$ cat config.mk
export PLATFORM = sky130hd
export DESIGN_NAME = arlt_timer
export DESIGN_NICKNAME = d
export VERILOG_FILES = /design/src/rtl/arlt_pkg.sv /design/src/rtl/arlt_clk_src.sv /design/src/rtl/arlt_timer.sv
export VERILOG_INCLUDE_DIRS = /design/src /design/src/rtl
export SDC_FILE = /design/constraint.sdc
export NUM_CORES = 1
export LEC_CHECK = 0
export BUFFER_PORTS_ARGS = -buffer_cell sky130_fd_sc_hd__buf_2
export CORE_MARGIN = 10
export CORE_UTILIZATION = 60
export DETAILED_ROUTE_END_ITERATION = 8
export GPL_ROUTABILITY_DRIVEN = 0
export PLACE_DENSITY = 0.79
export SKIP_CTS_REPAIR_TIMING = 1
export SYNTH_ARGS = -nofsm -noshare
export SYNTH_HDL_FRONTEND = slang
export SYNTH_SLANG_ARGS = --single-unit
$ cat constraint.sdc
create_clock -name clk -period 3.75 [get_ports clk]
set_input_delay 0.1875 -clock clk [delete_from_list [all_inputs] [get_ports clk]]
set_output_delay 0.1875 -clock clk [all_outputs]
set_load 0.02 [all_outputs]
$ cat src/rtl/arlt_defs.svh
`ifndef ARLT_DEFS_SVH
`define ARLT_DEFS_SVH

// ****************************************************************
// Register addresses on the special-function register bus
// ****************************************************************
`define ARLT_A_CTRL_ADDR 8'hc8
`define ARLT_A_RLL_ADDR 8'hca
`define ARLT_A_RLH_ADDR 8'hcb
`define ARLT_A_CL_ADDR 8'hcc
`define ARLT_A_CH_ADDR 8'hcd
`define ARLT_B_CTRL_ADDR 8'h91
`define ARLT_B_RLL_ADDR 8'h92
`define ARLT_B_RLH_ADDR 8'h93
`define ARLT_B_CL_ADDR 8'h94
`define ARLT_B_CH_ADDR 8'h95

// ****************************************************************
// Control register field positions
// ****************************************************************
`define ARLT_BIT_HIGH_FLAG 7
`define ARLT_BIT_LOW_FLAG 6
`define ARLT_BIT_LOW_IRQ_EN 5
`define ARLT_BIT_CAPTURE_EN 4
`define ARLT_BIT_SPLIT 3
`define ARLT_BIT_RUN 2
`define ARLT_BITS_XCLK 1:0

// ****************************************************************
// Reset values and clock divisions
// ****************************************************************
`define ARLT_RESET_BYTE 8'h00
`define ARLT_SYS_DIV 4'hc
`define ARLT_EXT_DIV 4'h8

`endif

$ cat src/rtl/arlt_pkg.sv
package arlt_pkg;

   // Control register layout, most significant field first.
   typedef struct packed {
      logic high_overflow_flag;
      logic low_overflow_flag;
      logic low_overflow_irq_enable;
      logic capture_enable;
      logic split_mode_enable;
      logic run_control;
      logic [1:0] ext_clock_select;
   } arlt_ctrl_t;

   // Single-cycle tick pulses in the system clock domain.
   typedef struct packed {
      logic sys_div12;
      logic ext_div8;
      logic rtc_edge;
   } arlt_ticks_t;

   typedef enum logic [2:0] {
      ARLT_REG_CTRL,
      ARLT_REG_RLL,
      ARLT_REG_RLH,
      ARLT_REG_CL,
      ARLT_REG_CH
   } arlt_reg_t;

   // Register bus request carrier.
   typedef struct packed {
      logic wr;
      logic rd;
      logic [7:0] addr;
      logic [7:0] wdata;
   } arlt_sfr_req_t;

endpackage

$ cat src/rtl/arlt_clk_src.sv
`include "arlt_defs.svh"

module arlt_clk_src
   import arlt_pkg::*;
(
   input wire logic clk,
   input wire logic rst,
   input wire logic ext_osc_in,
   input wire logic rtc_in,
   output arlt_ticks_t ticks
);

   // ****************************************************************
   // Synchronisers and edge detection
   // ****************************************************************
   logic [2:0] ext_sync_q, ext_sync_d;
   logic [2:0] rtc_sync_q, rtc_sync_d;
   logic [3:0] sys_cnt_q, sys_cnt_d;
   logic [3:0] ext_cnt_q, ext_cnt_d;
   arlt_ticks_t ticks_d;
   logic ext_rise;

   always_comb begin
      ext_sync_d = {ext_sync_q[1:0], ext_osc_in};
      rtc_sync_d = {rtc_sync_q[1:0], rtc_in};
      ext_rise = ext_sync_q[1] && !ext_sync_q[2];
      ticks_d = '0;
      if (sys_cnt_q == `ARLT_SYS_DIV - 4'h1) begin
         sys_cnt_d = 4'h0;
         ticks_d.sys_div12 = 1'b1;
      end else begin
         sys_cnt_d = sys_cnt_q + 4'h1;
      end
      ext_cnt_d = ext_cnt_q;
      if (ext_rise) begin
         if (ext_cnt_q == `ARLT_EXT_DIV - 4'h1) begin
            ext_cnt_d = 4'h0;
            ticks_d.ext_div8 = 1'b1;
         end else begin
            ext_cnt_d = ext_cnt_q + 4'h1;
         end
      end
      ticks_d.rtc_edge = rtc_sync_q[1] && !rtc_sync_q[2];
   end

   always_ff @(posedge clk or posedge rst) begin
      if (rst) begin
         ext_sync_q <= 3'h0;
         rtc_sync_q <= 3'h0;
         sys_cnt_q <= 4'h0;
         ext_cnt_q <= 4'h0;
         ticks <= '0;
      end else begin
         ext_sync_q <= ext_sync_d;
         rtc_sync_q <= rtc_sync_d;
         sys_cnt_q <= sys_cnt_d;
         ext_cnt_q <= ext_cnt_d;
         ticks <= ticks_d;
      end
   end

endmodule

$ cat src/rtl/arlt_timer.sv
`include "arlt_defs.svh"

module arlt_timer
   import arlt_pkg::*;
(
   input wire logic clk,
   input wire logic rst,
   input arlt_sfr_req_t sfr_req,
   output logic [7:0] sfr_rdata,
   output logic sfr_rvalid,
   input wire logic ext_osc_in,
   input wire logic rtc_in,
   input wire logic [1:0] timer_irq_enable,
   input wire logic [1:0] low_byte_clock_choice,
   input wire logic [1:0] high_byte_clock_choice,
   output logic [1:0] timer_irq
);

   // ****************************************************************
   // Address decode
   // ****************************************************************
   function automatic logic [7:0] addr_of(input logic t, input arlt_reg_t r);
      logic [7:0] a;
      a = 8'h00;
      unique case (r)
         ARLT_REG_CTRL: a = t ? `ARLT_B_CTRL_ADDR : `ARLT_A_CTRL_ADDR;
         ARLT_REG_RLL: a = t ? `ARLT_B_RLL_ADDR : `ARLT_A_RLL_ADDR;
         ARLT_REG_RLH: a = t ? `ARLT_B_RLH_ADDR : `ARLT_A_RLH_ADDR;
         ARLT_REG_CL: a = t ? `ARLT_B_CL_ADDR : `ARLT_A_CL_ADDR;
         ARLT_REG_CH: a = t ? `ARLT_B_CH_ADDR : `ARLT_A_CH_ADDR;
      endcase
      return a;
   endfunction

   function automatic logic hit(input logic t, input arlt_reg_t r, input logic [7:0] a);
      return a == addr_of(t, r);
   endfunction

   // Count source: code 01 is the external oscillator, all others system clock.
   function automatic logic count_src(input logic [1:0] sel, input arlt_ticks_t tk);
      return (sel == 2'b01) ? tk.ext_div8 : tk.sys_div12;
   endfunction

   // Capture source: code 10 is the external oscillator, all others the RTC.
   function automatic logic capture_src(input logic [1:0] sel, input arlt_ticks_t tk);
      return (sel == 2'b10) ? tk.ext_div8 : tk.rtc_edge;
   endfunction

   // ****************************************************************
   // Clock sources
   // ****************************************************************
   arlt_ticks_t ticks;

   arlt_clk_src u_clk_src (
      .clk(clk),
      .rst(rst),
      .ext_osc_in(ext_osc_in),
      .rtc_in(rtc_in),
      .ticks(ticks)
   );

   // ****************************************************************
   // Timer state
   // ****************************************************************
   arlt_ctrl_t ctl_q [2];
   arlt_ctrl_t ctl_d [2];
   logic [7:0] cl_q [2];
   logic [7:0] cl_d [2];
   logic [7:0] ch_q [2];
   logic [7:0] ch_d [2];
   logic [7:0] rl_q [2];
   logic [7:0] rl_d [2];
   logic [7:0] rh_q [2];
   logic [7:0] rh_d [2];
   logic tl_w [2];
   logic th_w [2];
   logic cap_w [2];
   logic [1:0] irq_d;

   always_comb begin
      for (int t = 0; t < 2; t++) begin
         logic ext;
         ext = count_src(ctl_q[t].ext_clock_select, ticks);
         tl_w[t] = low_byte_clock_choice[t] ? 1'b1 : ext;
         th_w[t] = high_byte_clock_choice[t] ? 1'b1 : ext;
         cap_w[t] = ctl_q[t].capture_enable
                    && capture_src(ctl_q[t].ext_clock_select, ticks);
      end
   end

   always_comb begin
      for (int t = 0; t < 2; t++) begin
         logic set_h;
         logic set_l;
         logic [15:0] cnt;
         logic tb;
         set_h = 1'b0;
         set_l = 1'b0;
         tb = t[0];
         cnt = {ch_q[t], cl_q[t]};
         ctl_d[t] = ctl_q[t];
         cl_d[t] = cl_q[t];
         ch_d[t] = ch_q[t];
         rl_d[t] = rl_q[t];
         rh_d[t] = rh_q[t];
         if (ctl_q[t].split_mode_enable) begin
            if (tl_w[t]) begin
               if (cl_q[t] == 8'hff) begin
                  cl_d[t] = rl_q[t];
                  set_l = 1'b1;
               end else begin
                  cl_d[t] = cl_q[t] + 8'h01;
               end
            end
            if (ctl_q[t].run_control && th_w[t]) begin
               if (ch_q[t] == 8'hff) begin
                  ch_d[t] = rh_q[t];
                  set_h = 1'b1;
               end else begin
                  ch_d[t] = ch_q[t] + 8'h01;
               end
            end
         end else if (ctl_q[t].run_control && tl_w[t]) begin
            if (cnt == 16'hffff) begin
               cl_d[t] = rl_q[t];
               ch_d[t] = rh_q[t];
               set_h = 1'b1;
               set_l = 1'b1;
            end else begin
               {ch_d[t], cl_d[t]} = cnt + 16'h0001;
               set_l = (cl_q[t] == 8'hff);
            end
         end
         // Software writes to the count bytes take precedence over counting.
         if (sfr_req.wr) begin
            if (hit(tb, ARLT_REG_CTRL, sfr_req.addr)) begin
               ctl_d[t] = arlt_ctrl_t'(sfr_req.wdata);
            end
            if (hit(tb, ARLT_REG_CL, sfr_req.addr)) begin
               cl_d[t] = sfr_req.wdata;
            end
            if (hit(tb, ARLT_REG_CH, sfr_req.addr)) begin
               ch_d[t] = sfr_req.wdata;
            end
            if (hit(tb, ARLT_REG_RLL, sfr_req.addr)) begin
               rl_d[t] = sfr_req.wdata;
            end
            if (hit(tb, ARLT_REG_RLH, sfr_req.addr)) begin
               rh_d[t] = sfr_req.wdata;
            end
         end
         // A capture beats a software write to the reload pair.
         if (cap_w[t]) begin
            rl_d[t] = cl_q[t];
            rh_d[t] = ch_q[t];
            set_h = 1'b1;
         end
         // Hardware set wins over a software clear in the same cycle.
         if (set_h) begin
            ctl_d[t].high_overflow_flag = 1'b1;
         end
         if (set_l) begin
            ctl_d[t].low_overflow_flag = 1'b1;
         end
      end
   end

   always_comb begin
      for (int t = 0; t < 2; t++) begin
         irq_d[t] = timer_irq_enable[t] && (ctl_q[t].high_overflow_flag
                    || (ctl_q[t].low_overflow_flag && ctl_q[t].low_overflow_irq_enable));
      end
   end

   assign timer_irq = irq_d;

   always_ff @(posedge clk or posedge rst) begin
      if (rst) begin
         for (int t = 0; t < 2; t++) begin
            ctl_q[t] <= arlt_ctrl_t'(`ARLT_RESET_BYTE);
            cl_q[t] <= `ARLT_RESET_BYTE;
            ch_q[t] <= `ARLT_RESET_BYTE;
            rl_q[t] <= `ARLT_RESET_BYTE;
            rh_q[t] <= `ARLT_RESET_BYTE;
         end
      end else begin
         for (int t = 0; t < 2; t++) begin
            ctl_q[t] <= ctl_d[t];
            cl_q[t] <= cl_d[t];
            ch_q[t] <= ch_d[t];
            rl_q[t] <= rl_d[t];
            rh_q[t] <= rh_d[t];
         end
      end
   end

   // ****************************************************************
   // Register read port
   // ****************************************************************
   logic [7:0] rdata_d;

   always_comb begin
      rdata_d = 8'h00;
      for (int t = 0; t < 2; t++) begin
         if (hit(t[0], ARLT_REG_CTRL, sfr_req.addr)) begin
            rdata_d = ctl_q[t];
         end
         if (hit(t[0], ARLT_REG_RLL, sfr_req.addr)) begin
            rdata_d = rl_q[t];
         end
         if (hit(t[0], ARLT_REG_RLH, sfr_req.addr)) begin
            rdata_d = rh_q[t];
         end
         if (hit(t[0], ARLT_REG_CL, sfr_req.addr)) begin
            rdata_d = cl_q[t];
         end
         if (hit(t[0], ARLT_REG_CH, sfr_req.addr)) begin
            rdata_d = ch_q[t];
         end
      end
      if (!sfr_req.rd) begin
         rdata_d = 8'h00;
      end
   end

   always_ff @(posedge clk or posedge rst) begin
      if (rst) begin
         sfr_rdata <= 8'h00;
         sfr_rvalid <= 1'b0;
      end else begin
         sfr_rdata <= rdata_d;
         sfr_rvalid <= sfr_req.rd;
      end
   end

   for (genvar g = 0; g < 2; g++) begin : g_chk
      logic wr_t;
      assign wr_t = sfr_req.wr && (hit(1'(g), ARLT_REG_CTRL, sfr_req.addr)
                    || hit(1'(g), ARLT_REG_RLL, sfr_req.addr)
                    || hit(1'(g), ARLT_REG_RLH, sfr_req.addr)
                    || hit(1'(g), ARLT_REG_CL, sfr_req.addr)
                    || hit(1'(g), ARLT_REG_CH, sfr_req.addr));

   end
endmodule

==> flow_results.xml <==
<?xml version="1.0" encoding="UTF-8"?>
<metrics>
  <group name="sta">
    <metric name="worst_clock_skew" unit="ps">8.88</metric>
    <metric name="worst_slew_margin" unit="">0.170</metric>
    <metric name="tightest_slew" unit="ps">1240</metric>
    <metric name="final_hold_vios" unit="">0</metric>
    <metric name="hold-worst-slack" unit="ps">2.64</metric>
    <metric name="layout_min_cycle_time" unit="ps">2770</metric>
    <metric name="tns" unit="ps">0</metric>
    <metric name="final-setup-viol-count" unit="">0</metric>
    <metric name="fmax" unit="GHz">0.361</metric>
    <metric name="grt_setup_unrepaired" unit="">false</metric>
    <metric name="timing.final.max_slew_violations" unit="">0</metric>
    <metric name="final.period_utilization" unit="">0.738</metric>
  </group>
  <group name="setup_path">
    <metric name="timing_worst_setup_path_type" unit="">reg -&gt; reg</metric>
    <metric name="cp_max_fo" unit="">16</metric>
    <metric name="capture_instance_of_the_worst_register_to_register_path" unit="">cl_q[2]$_DFF_PP0_</metric>
    <metric name="r2r.worst_path.cells" unit="">7</metric>
    <metric name="critical_path.endpoint_type" unit="">flip-flop</metric>
    <metric name="reg2reg_setup_slack" unit="ps">980</metric>
    <metric name="timing.rr.start" unit="">cl_q[0]$_DFF_PP0_</metric>
    <metric name="worst_setup_path_start_kind" unit="">flip-flop</metric>
    <metric name="critPathRequiredTime" unit="ps">4020</metric>
    <metric name="worst-endpoint-arrival" unit="ps">3040</metric>
  </group>
  <group name="synth">
    <metric name="postSynthNetCount" unit="">866</metric>
    <metric name="synth-edff-count" unit="">0</metric>
    <metric name="synth_seq_cells" unit="">106</metric>
    <metric name="ys.flop_type" unit="">sky130_fd_sc_hd__dfrtp_1</metric>
    <metric name="yosysWarnings" unit="">0</metric>
    <metric name="syn_inst" unit="">832</metric>
    <metric name="synthesis.area" unit="um^2">7070</metric>
    <metric name="synth.lib_cells_used.distinct" unit="">74</metric>
    <metric name="asr_flop_ratio_synth" unit="">1.00</metric>
    <metric name="synth-seq-area-share" unit="">0.375</metric>
    <metric name="synthesis.area_per_instance" unit="um^2">8.50</metric>
  </group>
  <group name="power">
    <metric name="overall_power_consumption" unit="W">0.00402</metric>
    <metric name="vdd_drop_max" unit="uV">454</metric>
    <metric name="leakage" unit="nW">3.07</metric>
    <metric name="power_per_standard_cell_area" unit="nW/um^2">536</metric>
  </group>
  <group name="clocking">
    <metric name="cts.reportedPaths.clkPinSlew" unit="ps">70</metric>
    <metric name="clockBufferDepth" unit="">2</metric>
    <metric name="htree_depth" unit="">3</metric>
    <metric name="tritoncts.num_buffers" unit="">9</metric>
    <metric name="clock_insertion_delay_worst_skew" unit="ps">370</metric>
    <metric name="cts.sink_count" unit="">106</metric>
    <metric name="tritoncts" unit="">built</metric>
    <metric name="clock_tree.root_cell" unit="">sky130_fd_sc_hd__clkbuf_16</metric>
  </group>
  <group name="routing">
    <metric name="total_length_of_routed_wires" unit="um">22200</metric>
    <metric name="initialDrtViolationCount" unit="">1315</metric>
    <metric name="drtPass1Iterations" unit="">9</metric>
    <metric name="antenna_violating_nets_remaining" unit="">0</metric>
    <metric name="routed_wire_length_per_instance" unit="um">23.0</metric>
    <metric name="num_vias" unit="">7066</metric>
    <metric name="drt_drc_violations_left" unit="">11</metric>
    <metric name="routed_via_density" unit="">7.30</metric>
  </group>
  <group name="final_layout">
    <metric name="stdcell_area" unit="um^2">7500</metric>
    <metric name="finalNetCount" unit="">854</metric>
    <metric name="final_layout_size_suffix_gt1_frac" unit="">0.135</metric>
    <metric name="antenna-diode-count" unit="">0</metric>
    <metric name="post_layout_nonfiller_instances" unit="">968</metric>
    <metric name="area_growth" unit="%">6.12</metric>
  </group>
  <group name="floorplan">
    <metric name="floorplan.die_area" unit="um^2">16500</metric>
    <metric name="effective_utilization_at_floorplan" unit="">0.616</metric>
    <metric name="die_h" unit="um">129</metric>
    <metric name="top_level_ports" unit="">39</metric>
    <metric name="fp-row-count" unit="">39</metric>
    <metric name="die_w" unit="um">129</metric>
    <metric name="design.core.area" unit="um^2">11500</metric>
  </group>
  <group name="global_routing">
    <metric name="globalRouteTotalUtil" unit="">0.266</metric>
    <metric name="grt_pass1_wl" unit="um">35300</metric>
    <metric name="via_count_of_the_first_global_routing_pass" unit="">6501</metric>
    <metric name="grt_overflow" unit="">0</metric>
    <metric name="pin_count_of_the_biggest_net_entering_global_routing" unit="">72</metric>
    <metric name="antenna_found_initial" unit="">0</metric>
  </group>
  <group name="placement">
    <metric name="placed_cell_area" unit="um^2">7190</metric>
    <metric name="post-place-cells" unit="">950</metric>
    <metric name="place_hpwl" unit="um">15500</metric>
    <metric name="io_buffer_count" unit="">38</metric>
  </group>
  <group name="job">
    <metric name="drv.max_cap_violation_count" unit="">0</metric>
  </group>
  <group name="min_path">
    <metric name="timing.hold.worst.class" unit="">in -&gt; async</metric>
  </group>
  <group name="status">
    <metric name="violations" unit="">design-rule violations</metric>
    <metric name="run_status" unit="">complete, but fails checks</metric>
  </group>
</metrics>
worst max-delay path by stage:
stage	start	to	cells after the start
5_1_grt	ctl_q[3]$_DFFE_PP0P_	ch_q[6]$_DFF_PP0_	6
6_report	cl_q[0]$_DFF_PP0_	cl_q[2]$_DFF_PP0_	7
2_1_floorplan	rst	ch_q[0]$_DFF_PP0_	1
3_5_place_dp	ctl_q[3]$_DFFE_PP0P_	ch_q[6]$_DFF_PP0_	6
4_1_cts	ctl_q[3]$_DFFE_PP0P_	ch_q[6]$_DFF_PP0_	6
3_3_place_gp	sfr_req[8]	ctl_q[7]$_DFFE_PP0P_	5
flip-flops by register name (all words and copies together), names as in the netlist, 3 cells and up:
register	flops
rh_q	16
cl_q	16
ctl_q	16
sfr_rdata	8
u_clk_src.ticks	3
ch_q	16
u_clk_src.rtc_sync_q	3
u_clk_src.ext_sync_q	3
rl_q	16
u_clk_src.sys_cnt_q	4
u_clk_src.ext_cnt_q	4
per-layer routing:
metal  up-vias  track usage  wire length (um)
li1       3042            -                 -
met3       115       0.0838              2940
met2       569        0.376              9300
met4         0        0.125              1060
met5         -            0                 0
met1      3340        0.364              8930
synthesized netlist by cell type, types with 5 or more instances:
cell	count	area, um^2
sky130_fd_sc_hd__buf_1	5	18.8
sky130_fd_sc_hd__a31oi_1	22	138
sky130_fd_sc_hd__o22ai_1	12	75.1
sky130_fd_sc_hd__nand2_1	104	390
sky130_fd_sc_hd__o21ai_0	68	340
sky130_fd_sc_hd__a31o_2	5	43.8
sky130_fd_sc_hd__and4_1	6	52.6
sky130_fd_sc_hd__a21o_1	6	45.0
sky130_fd_sc_hd__dfrtp_1	106	2650
sky130_fd_sc_hd__nor2b_1	13	81.3
sky130_fd_sc_hd__nand4_1	13	81.3
sky130_fd_sc_hd__ha_1	6	75.1
sky130_fd_sc_hd__o31ai_1	8	60.1
sky130_fd_sc_hd__nand2b_1	10	62.6
sky130_fd_sc_hd__mux2_2	29	327
sky130_fd_sc_hd__nor2_1	69	259
sky130_fd_sc_hd__mux2i_1	47	470
sky130_fd_sc_hd__buf_2	20	100
sky130_fd_sc_hd__a22o_1	6	52.6
sky130_fd_sc_hd__and3_1	13	81.3
sky130_fd_sc_hd__a21oi_1	55	275
sky130_fd_sc_hd__nor3_1	14	70.1
sky130_fd_sc_hd__nand3_1	25	125
sky130_fd_sc_hd__o211ai_1	20	150
sky130_fd_sc_hd__o221ai_1	8	70.1
sky130_fd_sc_hd__clkbuf_1	39	146
sky130_fd_sc_hd__inv_1	12	45.0
sky130_fd_sc_hd__a211oi_1	13	97.6
through the flow:
stage          utilization  setup WS [ps]
6_report             0.654            982
5_1_grt              0.654            831
4_1_cts              0.652           1080
3_5_place_dp         0.627           1110
3_3_place_gp         0.627           1130
2_1_floorplan            -            774
cell families (layout without fill, tap and decap cells):
family                     Yosys count  after routing  share of synthesized area
xor gates and xnor gates             6              6                    0.00743
and+or+nand+nor                    296            296                      0.204
AOI/OAI and AO/OA                  263            263                      0.243
buffers and inverters               79             72                     0.0467
adders and majority gates            6              6                     0.0106
DFF                                106            106                      0.375
muxes                               76             76                      0.113
power by group:
group          switching (W)  total [W]  internal (W)
Clock               0.000493   0.000963      0.000470
Combinational       0.000605    0.00112      0.000514
Sequential          0.000523    0.00194       0.00142
critical path: stages (launching register included):
cell and delay [ps]:
sky130_fd_sc_hd__dfrtp_1 520, sky130_fd_sc_hd__ha_1 280, sky130_fd_sc_hd__nand4_1 200, sky130_fd_sc_hd__nor4_4 930, sky130_fd_sc_hd__nand2_1 120, sky130_fd_sc_hd__a41oi_1 280, sky130_fd_sc_hd__nand2_1 100, sky130_fd_sc_hd__a31oi_1 240
cell usage in the layout (no fill, tap or decap), types with 5 or more instances in the layout:
| cell | netlist | final |
|---|---|---|
| sky130_fd_sc_hd__mux2_2 | 29 | 29 |
| sky130_fd_sc_hd__a31o_2 | 5 | 5 |
| sky130_fd_sc_hd__dfrtp_1 | 106 | 106 |
| sky130_fd_sc_hd__o221ai_1 | 8 | 8 |
| sky130_fd_sc_hd__clkbuf_16 | 0 | 9 |
| sky130_fd_sc_hd__o21ai_0 | 68 | 68 |
| sky130_fd_sc_hd__a22o_1 | 6 | 6 |
| sky130_fd_sc_hd__o211ai_1 | 20 | 20 |
| sky130_fd_sc_hd__nand2_1 | 104 | 104 |
| sky130_fd_sc_hd__a211oi_1 | 13 | 13 |
| sky130_fd_sc_hd__and3_1 | 13 | 13 |
| sky130_fd_sc_hd__mux2i_1 | 47 | 47 |
| sky130_fd_sc_hd__o31ai_1 | 8 | 8 |
| sky130_fd_sc_hd__and4_1 | 6 | 6 |
| sky130_fd_sc_hd__nand3_1 | 25 | 25 |
| sky130_fd_sc_hd__buf_2 | 20 | 38 |
| sky130_fd_sc_hd__a31oi_1 | 22 | 22 |
| sky130_fd_sc_hd__a21o_1 | 6 | 6 |
| sky130_fd_sc_hd__ha_1 | 6 | 6 |
| sky130_fd_sc_hd__o22ai_1 | 12 | 12 |
| sky130_fd_sc_hd__a21oi_1 | 55 | 55 |
| sky130_fd_sc_hd__nand4_1 | 13 | 13 |
| sky130_fd_sc_hd__inv_1 | 12 | 11 |
| sky130_fd_sc_hd__nor2b_1 | 13 | 11 |
| sky130_fd_sc_hd__nor3_1 | 14 | 14 |
| sky130_fd_sc_hd__nand2b_1 | 10 | 10 |
| sky130_fd_sc_hd__nor2_1 | 69 | 69 |
area by class of cell:
cell class	count	area, um^2
timing repair buffer	43	233
tap	143	179
fill	902	3970
multi-input combinational	647	4090
sequential	106	2650
clock buffer	9	225
clock inverter	7	70.1
inverter	13	51.3
Power figures use the tool's default switching activity.
